`src/wps_pkg.sv`:
```
package wps_pkg;

	// Device power states, Gray coded along power-up path
	typedef enum logic [2:0] {
		WPS_ST_DOWN    = 3'h0,
		WPS_ST_POR     = 3'h1,
		WPS_ST_DEFAULT = 3'h3,
		WPS_ST_DOZE    = 3'h2,
		WPS_ST_RECV    = 3'h6,
		WPS_ST_XMIT    = 3'h7
	} wps_state_t;

	// Firmware activity request encoding
	typedef enum logic [1:0] {
		WPS_ACT_DOZE = 2'h0,
		WPS_ACT_RECV = 2'h1,
		WPS_ACT_XMIT = 2'h2
	} wps_act_t;

	// Host sequencer states, Gray coded
	typedef enum logic [1:0] {
		WPS_H_OFF    = 2'h0,
		WPS_H_SETTLE = 2'h1,
		WPS_H_ON     = 2'h3
	} wps_hstate_t;

	// Clock rate and crystal settle time
	localparam int WPS_CLK_HZ     = 50000000;
	localparam int WPS_SETTLE_MS  = 5;
	localparam int WPS_SETTLE_CYC = (WPS_CLK_HZ / 1000) * WPS_SETTLE_MS;

	// Number of digital I/O pins managed
	localparam int WPS_NUM_PINS = 8;

	// Reset values of firmware pin programming
	localparam logic [WPS_NUM_PINS-1:0] WPS_OE_RST   = 8'h00;
	localparam logic [WPS_NUM_PINS-1:0] WPS_PULL_RST = 8'hFF;

endpackage
```
`src/wps_link_if.sv`:
```
`timescale 1ns/1ps
// Enable and hard-reset pins between host and module
interface wps_link_if;
	logic converter_enable;
	logic hard_reset_low_in;
	modport host (output converter_enable, output hard_reset_low_in);
	modport dev (input converter_enable, input hard_reset_low_in);
endinterface

```
`src/wps_device.sv`:
```
`timescale 1ns/1ps
// How it works
// - Converter follows converter-enable input
// - Host keeps enable high while on
// - Host lowers reset and enable to power-down
// - Host waits 5 ms before releasing reset
// - Host raises enable only after io_supply
// - Host always drives enable and reset
// - Host drops enable and reset together
// - Power-down: all drivers, inputs, pulls off
// - Power-on reset: pulls on, I/O off
// - Default: inputs and pulls on, outputs off
// - Doze keeps settings, no data movement
// - Power-down switches core supply off
module wps_device
	import wps_pkg::*;
#(
	parameter int NUM_PINS = WPS_NUM_PINS
) (
	// Clock and reset
	input  wire logic                clock,
	input  wire logic                reset_n,
	// Link from host
	wps_link_if.dev                  link,
	// Firmware pin programming
	input  wire logic                fw_cfg_valid,
	input  wire logic [NUM_PINS-1:0] fw_out_en,
	input  wire logic [NUM_PINS-1:0] fw_pull_en,
	input  wire logic [1:0]          fw_activity,
	// Power and pad control
	output logic                     dcdc_on,
	output logic                     core_supply_on,
	output logic [NUM_PINS-1:0]      pad_out_en,
	output logic [NUM_PINS-1:0]      pad_in_en,
	output logic [NUM_PINS-1:0]      pad_pull_en,
	// Data path gating and state view
	output logic                     tx_allowed,
	output logic                     rx_allowed,
	output logic [2:0]               power_state
);

	// Pin programming reset words fitted to this pin count; pins past the
	// package width start with drivers and pulls off, a known limitation
	localparam logic [NUM_PINS-1:0] OE_INIT   = NUM_PINS'(WPS_OE_RST);
	localparam logic [NUM_PINS-1:0] PULL_INIT = NUM_PINS'(WPS_PULL_RST);

	wps_state_t          state_reg, state_next;   // Device power state
	logic [NUM_PINS-1:0] oe_reg, oe_next;         // Programmed output drivers
	logic [NUM_PINS-1:0] pull_reg, pull_next;     // Programmed pulls
	logic [NUM_PINS-1:0] po_reg, po_next;         // Pad output enables
	logic [NUM_PINS-1:0] pi_reg, pi_next;         // Pad input enables
	logic [NUM_PINS-1:0] pp_reg, pp_next;         // Pad pull enables
	logic                dc_reg, dc_next;         // Converter enable
	logic                core_reg, core_next;     // Core supply switch
	logic                tx_reg, tx_next;         // Transmit path open
	logic                rx_reg, rx_next;         // Receive path open

	// Map a firmware activity code to an on state
	function automatic wps_state_t act_state(input logic [1:0] act);
		case (act)
			WPS_ACT_RECV: act_state = WPS_ST_RECV;
			WPS_ACT_XMIT: act_state = WPS_ST_XMIT;
			default:      act_state = WPS_ST_DOZE;
		endcase
	endfunction

	// Next state and pad settings; the pins are levels sampled every edge,
	// so a power-down or hard reset always wins over firmware programming
	// arriving in the same cycle
	always_comb begin
		state_next = state_reg;
		oe_next    = oe_reg;
		pull_next  = pull_reg;
		dc_next    = link.converter_enable;
		if (!link.converter_enable) begin
			// Enable low means power-down regardless of reset
			state_next = WPS_ST_DOWN;
			// Programming is lost together with the core supply
			oe_next    = OE_INIT;
			pull_next  = PULL_INIT;
		end else if (!link.hard_reset_low_in) begin
			// Hard reset drops any on state back to reset
			state_next = WPS_ST_POR;
			// Firmware must program the pins again after reset
			oe_next    = OE_INIT;
			pull_next  = PULL_INIT;
		end else begin
			case (state_reg)
				WPS_ST_DOWN: begin
					// Reset released together with enable
					state_next = WPS_ST_DEFAULT;
				end
				WPS_ST_POR: begin
					// Reset released after the crystal has settled
					state_next = WPS_ST_DEFAULT;
				end
				WPS_ST_DEFAULT, WPS_ST_DOZE, WPS_ST_RECV, WPS_ST_XMIT: begin
					// Firmware programming; doze keeps what was set
					if (fw_cfg_valid) begin
						oe_next    = fw_out_en;
						pull_next  = fw_pull_en;
						state_next = act_state(fw_activity);
					end
				end
				default: begin
					state_next = WPS_ST_DOWN;
				end
			endcase
		end
		// Pad behaviour follows the next state, so pads and state register
		// always change on the same edge
		case (state_next)
			WPS_ST_DOWN: begin
				// Core off: pins float, no buffers, no pulls
				po_next = '0;
				pi_next = '0;
				pp_next = '0;
			end
			WPS_ST_POR: begin
				po_next = '0;
				pi_next = '0;
				pp_next = '1;
			end
			WPS_ST_DEFAULT: begin
				// Out of reset, not yet programmed: listen only
				po_next = '0;
				pi_next = '1;
				pp_next = '1;
			end
			default: begin
				po_next = oe_next;
				pi_next = ~oe_next;
				pp_next = pull_next;
			end
		endcase
	end

	// State registers; reset looks like power-down
	always_ff @(posedge clock or negedge reset_n) begin
		if (!reset_n) begin
			state_reg <= WPS_ST_DOWN;
			// Pins come up high-impedance until the host powers the core
			oe_reg    <= OE_INIT;
			pull_reg  <= PULL_INIT;
			po_reg    <= '0;
			pi_reg    <= '0;
			pp_reg    <= '0;
			dc_reg    <= 1'b0;
		end else begin
			state_reg <= state_next;
			oe_reg    <= oe_next;
			pull_reg  <= pull_next;
			po_reg    <= po_next;
			pi_reg    <= pi_next;
			pp_reg    <= pp_next;
			dc_reg    <= dc_next;
		end
	end

	// Supply and data flags decoded from the next state, so that they leave
	// flip-flops directly and cannot glitch while the state bits change
	always_comb begin
		core_next = 1'b1;
		tx_next   = 1'b0;
		rx_next   = 1'b0;
		case (state_next)
			WPS_ST_DOWN: begin
				// Converter off, core unpowered
				core_next = 1'b0;
			end
			WPS_ST_XMIT: begin
				// Only the transmit state opens the transmit path
				tx_next = 1'b1;
			end
			WPS_ST_RECV: begin
				// Only the receive state opens the receive path
				rx_next = 1'b1;
			end
			default: begin
				// Reset, default and doze stay powered but move no data
				tx_next = 1'b0;
				rx_next = 1'b0;
			end
		endcase
	end

	// Flag registers; reset reads as power-down
	always_ff @(posedge clock or negedge reset_n) begin
		if (!reset_n) begin
			core_reg <= 1'b0;
			tx_reg   <= 1'b0;
			rx_reg   <= 1'b0;
		end else begin
			core_reg <= core_next;
			tx_reg   <= tx_next;
			rx_reg   <= rx_next;
		end
	end

	// Outputs, all straight from flip-flops; doze gates both directions
	assign dcdc_on        = dc_reg;
	assign core_supply_on = core_reg;
	assign pad_out_en     = po_reg;
	assign pad_in_en      = pi_reg;
	assign pad_pull_en    = pp_reg;
	assign tx_allowed     = tx_reg;
	assign rx_allowed     = rx_reg;
	assign power_state    = state_reg;

endmodule

```
`src/flat_wrapper.sv`:
```
// flat-port wrapper written by rule: the top's interface ports become plain ports
module wps_device_flat import wps_pkg::*;
#(
	parameter int NUM_PINS = WPS_NUM_PINS
)
  (clock, reset_n, fw_cfg_valid, fw_out_en, fw_pull_en, fw_activity, dcdc_on, core_supply_on, pad_out_en, pad_in_en, pad_pull_en, tx_allowed, rx_allowed, power_state, link_converter_enable, link_hard_reset_low_in);
  wps_link_if link_i ();
  input  wire logic clock;
  input  wire logic reset_n;
  input  wire logic fw_cfg_valid;
  input  wire logic [NUM_PINS-1:0] fw_out_en;
  input  wire logic [NUM_PINS-1:0] fw_pull_en;
  input  wire logic [1:0] fw_activity;
  output logic dcdc_on;
  output logic core_supply_on;
  output logic [NUM_PINS-1:0] pad_out_en;
  output logic [NUM_PINS-1:0] pad_in_en;
  output logic [NUM_PINS-1:0] pad_pull_en;
  output logic tx_allowed;
  output logic rx_allowed;
  output logic [2:0] power_state;
  input wire logic [$bits(link_i.converter_enable)-1:0] link_converter_enable;
  input wire logic [$bits(link_i.hard_reset_low_in)-1:0] link_hard_reset_low_in;
  assign link_i.converter_enable = link_converter_enable;
  assign link_i.hard_reset_low_in = link_hard_reset_low_in;
  wps_device #(.NUM_PINS(NUM_PINS)) u_core (.clock(clock), .reset_n(reset_n), .link(link_i), .fw_cfg_valid(fw_cfg_valid), .fw_out_en(fw_out_en), .fw_pull_en(fw_pull_en), .fw_activity(fw_activity), .dcdc_on(dcdc_on), .core_supply_on(core_supply_on), .pad_out_en(pad_out_en), .pad_in_en(pad_in_en), .pad_pull_en(pad_pull_en), .tx_allowed(tx_allowed), .rx_allowed(rx_allowed), .power_state(power_state));
endmodule
```
`config.mk`:
```
export PLATFORM = sky130hd
export DESIGN_NAME = wps_device_flat
export DESIGN_NICKNAME = d
export VERILOG_FILES = /design/src/wps_pkg.sv /design/src/wps_link_if.sv /design/src/wps_device.sv /design/src/flat_wrapper.sv
export SDC_FILE = /design/constraint.sdc
export NUM_CORES = 1
export LEC_CHECK = 0
export BUFFER_PORTS_ARGS = -buffer_cell sky130_fd_sc_hd__buf_2
export CELL_PAD_IN_SITES_DETAIL_PLACEMENT = 1
export CELL_PAD_IN_SITES_GLOBAL_PLACEMENT = 1
export CORE_MARGIN = 5
export CORE_UTILIZATION = 40
export DETAILED_ROUTE_END_ITERATION = 6
export GPL_TIMING_DRIVEN = 0
export PLACE_DENSITY_LB_ADDON = 0.1
export SLEW_MARGIN = 20
export SYNTH_ARGS = -nofsm -noshare
export SYNTH_HDL_FRONTEND = slang
export SYNTH_SLANG_ARGS = --single-unit
export TNS_END_PERCENT = 20
```
`constraint.sdc`:
```
create_clock -name clock -period 1.7 [get_ports clock]
set_input_delay 0.17 -clock clock [delete_from_list [all_inputs] [get_ports clock]]
set_output_delay 0.17 -clock clock [all_outputs]
set_load 0.02 [all_outputs]
```
### Word-level counts from Yosys, hierarchy flattened

Index checks and enable logic that the tools add are counted.

| storage, ports and cells | value |
|---|---|
| logic and storage cells | 48 |
| bits of input ports | 23 |
| register bits | 47 |

| cells by class | value |
|---|---|
| bitwise logic cells | 1 |
| mux-type cells | 19 |
| eq/ne operators | 11 |
| reduce and logical (&&, ||, !) cells | 7 |

Operators with widths:

| operator | number |
|---|---|
| 8-bit 2-to-1 mux | 9 |
| 8-bit one-hot mux with 2 select lines | 2 |
| 3-bit equality test (second input constant) | 4 |
| 3-bit one-hot mux with 2 select lines | 2 |
| 3-bit by 2-bit equality test with 1-bit output (second input constant) | 3 |
| 3-bit 2-to-1 mux | 3 |
| 8-bit inverter | 1 |
| 3-bit by 1-bit equality test with 1-bit output (second input constant) | 2 |
| 3-bit zero test | 2 |
| 2-bit OR reduction | 3 |
| 4-bit OR reduction | 1 |
| 1-bit 2-to-1 mux | 3 |
| 3-bit OR reduction | 1 |
| 2-bit by 1-bit equality test with 1-bit output (second input constant) | 1 |
| 2-bit equality test (second input constant) | 1 |

### Depth between registers and ports, before layout

| depth | value |
|---|---|
| depth after elaboration | 9 |
| mapped depth | 6 |
| depth with buffers taken out | 5 |

### Least setup slack after synthesis

No wires, ideal clock.

| path | value |
|---|---|
| path kind | register to register |
| from | reg u_core.state_reg[1] (netlist: u_core.power_state[1]) |
| to | reg u_core.po_reg[2] (netlist: u_core.pad_out_en[2]) |
| setup time | 0.119 ns |
| period minus slack after synthesis | 1.373 ns |
| path slack | 0.327 ns |
| stages on the path, launching flop included | 5 |
| arrival time | 1.254 ns |
| required time | 1.581 ns |
| cells stage by stage | dfrtp_1 and3_1 a32o_2 buf_6 and2_1 |

| on the way | value |
|---|---|
| word-level cells in the longest chain between the ends | 8 |
| elaborated cells on any way between the ends | 20 |
| those cells by class | eq/ne: 7; mux: 8; reduce/logical: 5 |

RTL lines:

| item | RTL line | RTL |
|---|---|---|
| start, declared | wps_device.sv:47 | `wps_state_t state_reg, state_next;` |
| start signal, assigned | wps_device.sv:150 | `state_reg <= state_next;` |
| 3-bit by 2-bit equality test with 1-bit output, or another cell as far along | wps_device.sv:88 | `case (state_reg)` |
| 4-bit OR reduction / 2-bit OR reduction (equally long branches) | -- |  |
| 3-bit one-hot mux with 2 select lines | wps_device.sv:88 |  |
| 3-bit 2-to-1 mux | wps_device.sv:81 | `end else if (!link.hard_reset_low_in) begin` |
| 3-bit 2-to-1 mux | wps_device.sv:75 | `if (!link.converter_enable) begin` |
| 3-bit by 1-bit equality test with 1-bit output, or another cell as far along | wps_device.sv:112 | `case (state_next)` |
| 3-bit OR reduction (no source line) | -- |  |
| 8-bit 2-to-1 mux * | wps_device.sv:112 |  |
| via u_core.po_next[2] | wps_device.sv:50 | `logic [NUM_PINS-1:0] po_reg, po_next;` |
| end signal, assigned | wps_device.sv:153 | `po_reg <= po_next;` |
| end, declared | wps_device.sv:50 |  |

Mark *: on every way through the listed nets, which the timed path passes. The rest lies on a longest branch.

### Worst setup path after layout

| path | value |
|---|---|
| from | reg u_core.state_reg[1] (netlist: u_core.power_state[1]) |
| to | reg u_core.state_reg[0] (netlist: u_core.power_state[0]) |

| on the way | value |
|---|---|
| word-level cells in the longest chain between the ends | 5 |
| elaborated cells on any way between the ends | 11 |
| those cells by class | eq/ne: 5; mux: 3; reduce/logical: 3 |

RTL lines:

| item | RTL line |
|---|---|
| 3-bit by 2-bit equality test with 1-bit output, or another cell as far along | wps_device.sv:88 |
| 4-bit OR reduction / 2-bit OR reduction (equally long branches) | -- |
| 3-bit one-hot mux with 2 select lines * | wps_device.sv:88 |
| 3-bit 2-to-1 mux * | wps_device.sv:81 |
| 3-bit 2-to-1 mux * | wps_device.sv:75 |
| via u_core.state_next[0] | wps_device.sv:47 |

Marked as above.

==> out/metrics.cfg <==
[power_and_ir_drop]
leakage_nw=1.19
ir_worst_vdd_v=0.000412
power_density_mw_per_mm2=973
power_mw=2.25

[synth]
synthTopCellsByArea=dfrtp_1 (53%), dfstp_2 (11%), a21oi_2 (5.2%), mux2i_1 (4.9%), a21bo_2 (4.3%)
synth_warnings=0
netlist_area_mm2=0.00185
netlist.top_cell.by_area=dfrtp_1
syn_inst=143
synth_nets=167
synth-seq-cells=47
avgSynthCellArea_um2=13.0
yosysSeqAreaShare_pct=64.0
yosys.area.top_type_share_pct=52.7
synth_cell_types=26

[cts]
post_cts_buffers=0
tritoncts=built
clock_path_buffers=2
cts_root_buffer=clkbuf_8
path_clk_slew_ps=90
cts_made_buffers=5
clkLatencyLatePin_ps=300
cts.sinks=47
cts_htree_levels=2
ctsResizeCount=0

[layout]
nets=228
synthToLayoutAreaGrowth_pct=24.8
drive_above_1_share_pct=48.8
filler_cell_count=499
mostFrequentLayoutCells=buf_2 (55), dfrtp_1 (39), nand2_1 (11), a21oi_2 (11)
regArea_mm2=0.00119
insertedDiodeCount=0
postLayoutCoreUtil_pct=52.4
layout_commonest_cell=buf_2
multi_input_area_um2=588

[detailed_routing]
vias=1298
drt-total-wl_um=4320
viasPerCell=5.05
ant_nets=0
wire_per_inst_um=16.8
drc=0
dr.pass1.iters=4
drtIter0Drc=47

[sta]
finClkSkew_ps=4.91
final_hold_viol_count=0
tightest_slew_ps=662
whs_ps=58.1
slew-limit-headroom_pct=55.8
fmax_mhz=640
fin_crit_ps=1560
rsz0062_at_grt=no
fin_ws_ps=138
setup_violations=0
fin_setup_tns_ps=0
slew_violations=0
period_share_pct=91.9

[global_routing]
grt_pass1_wl_um=7500
gr-total-overflow=0
antenna_found_initial=0
track_usage_pct=15.4
grt_max_degree=48
grt_pass1_vias=1443

[worst_setup_path]
cp-startpoint=u_core.power_state[1]
reg2reg_depth=3
arrival_ps=1720
startpoint_type=flop
critPathKind=flop to flop
cp-endpoint=u_core.power_state[0]
rr_startpoint=u_core.power_state[1]
required_ps=1850
r2r_slack_ps=140
cp_max_fo=10
r2r_end=u_core.power_state[0]
crit_path_end_kind=flop

[placed_design]
hpwl_um=3090
place_ws_ps=144
portBuffers=53
place.gp.congestion=0.713

[die]
dieWidth_um=78.1
rows=24
die_area_mm2=0.00609
ioPinCount=54
start_util_pct=42.0
core_mm2=0.00441
die_h_um=78.1

[worst_hold_path]
hold_path.class=input port to flop

[job]
drv_cap=0

[status]
outcome=completed

[routing by layer]
| layer | up-vias | track usage [%] | share of wire, % |
|---|---|---|---|
| met3 | 6 | 4.58 | 6.2 |
| met5 | - | 0 | 0 |
| li1 | 607 | - | - |
| met4 | 0 | 5.07 | 1.5 |
| met2 | 35 | 25.3 | 50 |
| met1 | 650 | 19.5 | 42 |
[final cells by class]
| class | count | share of cell area (%) |
|---|---|---|
| plain buffers | 8 | 2.60 |
| clock buffers | 6 | 3.57 |
| flip-flops and latches | 47 | 51.3 |
| multi-input cells | 83 | 25.4 |
| clock inverters | 2 | 1.51 |
| inverters | 5 | 0.811 |
| repair buffers | 54 | 12.0 |
| well taps | 52 | 2.81 |
[worst min path at each step]
| stage | startpoint | end | slack (ps) | cells after the start |
|---|---|---|---|---|
| finish | link_converter_enable | u_core.dcdc_on | 60 | 1 |
| floorplan | reset_n | u_core.core_supply_on | -130 | 0 |
| global placement | link_converter_enable | u_core.dcdc_on | 360 | 1 |
| CTS | link_converter_enable | u_core.dcdc_on | 50 | 1 |
| detailed placement | link_converter_enable | u_core.dcdc_on | 370 | 1 |
| global route | link_converter_enable | u_core.dcdc_on | 50 | 1 |
[synth_stat cells, drive strengths merged]
library cell	number
and3	1
o21ai	2
nand3	10
nand2b	1
a31oi	9
a21bo	8
dfrtp	39
or2	1
clkbuf	1
nand3b	1
a32o	1
inv	5
ha	1
mux2i	9
buf	7
a21oi	16
dfstp	8
and2	10
nor2	1
nand2	12
[cell families (layout without fill, tap and decap cells)]
| kind of cell | after synthesis | in the layout | synth area share, % |
|---|---|---|---|
| mux | 9 | 9 | 4.86 |
| flops | 47 | 47 | 64.0 |
| buf+inv | 13 | 75 | 4.25 |
| fa+ha+maj | 1 | 1 | 0.675 |
| compound gates | 36 | 36 | 15.9 |
| simple gates | 37 | 37 | 10.3 |
[power breakdown]
group | internal, mW | switching (mW)
clock network | 0.476 | 0.369
registers | 1.15 | 0.0100
logic | 0.0835 | 0.161
[critical path, cell delays in order, from the launching register on]
cell	delay (ps)
dfrtp_1	440
buf_2	210
o21ai_2	560
o21ai_0	190
[metrics by stage]
| stage | instance area [um^2] | instances |
|---|---|---|
| after global placement | 2180 | 248 |
| after detailed placement | 2180 | 248 |
| after floorplan | 1850 | 143 |
| final | 2310 | 257 |
| after global routing | 2310 | 257 |
| after CTS | 2300 | 256 |
[repair_timing]
action,in CTS,in global routing
setup endpoints to repair,0,0
hold endpoints to repair,0,39
hold buffers,0,1
Power figures use the tool's default switching activity.
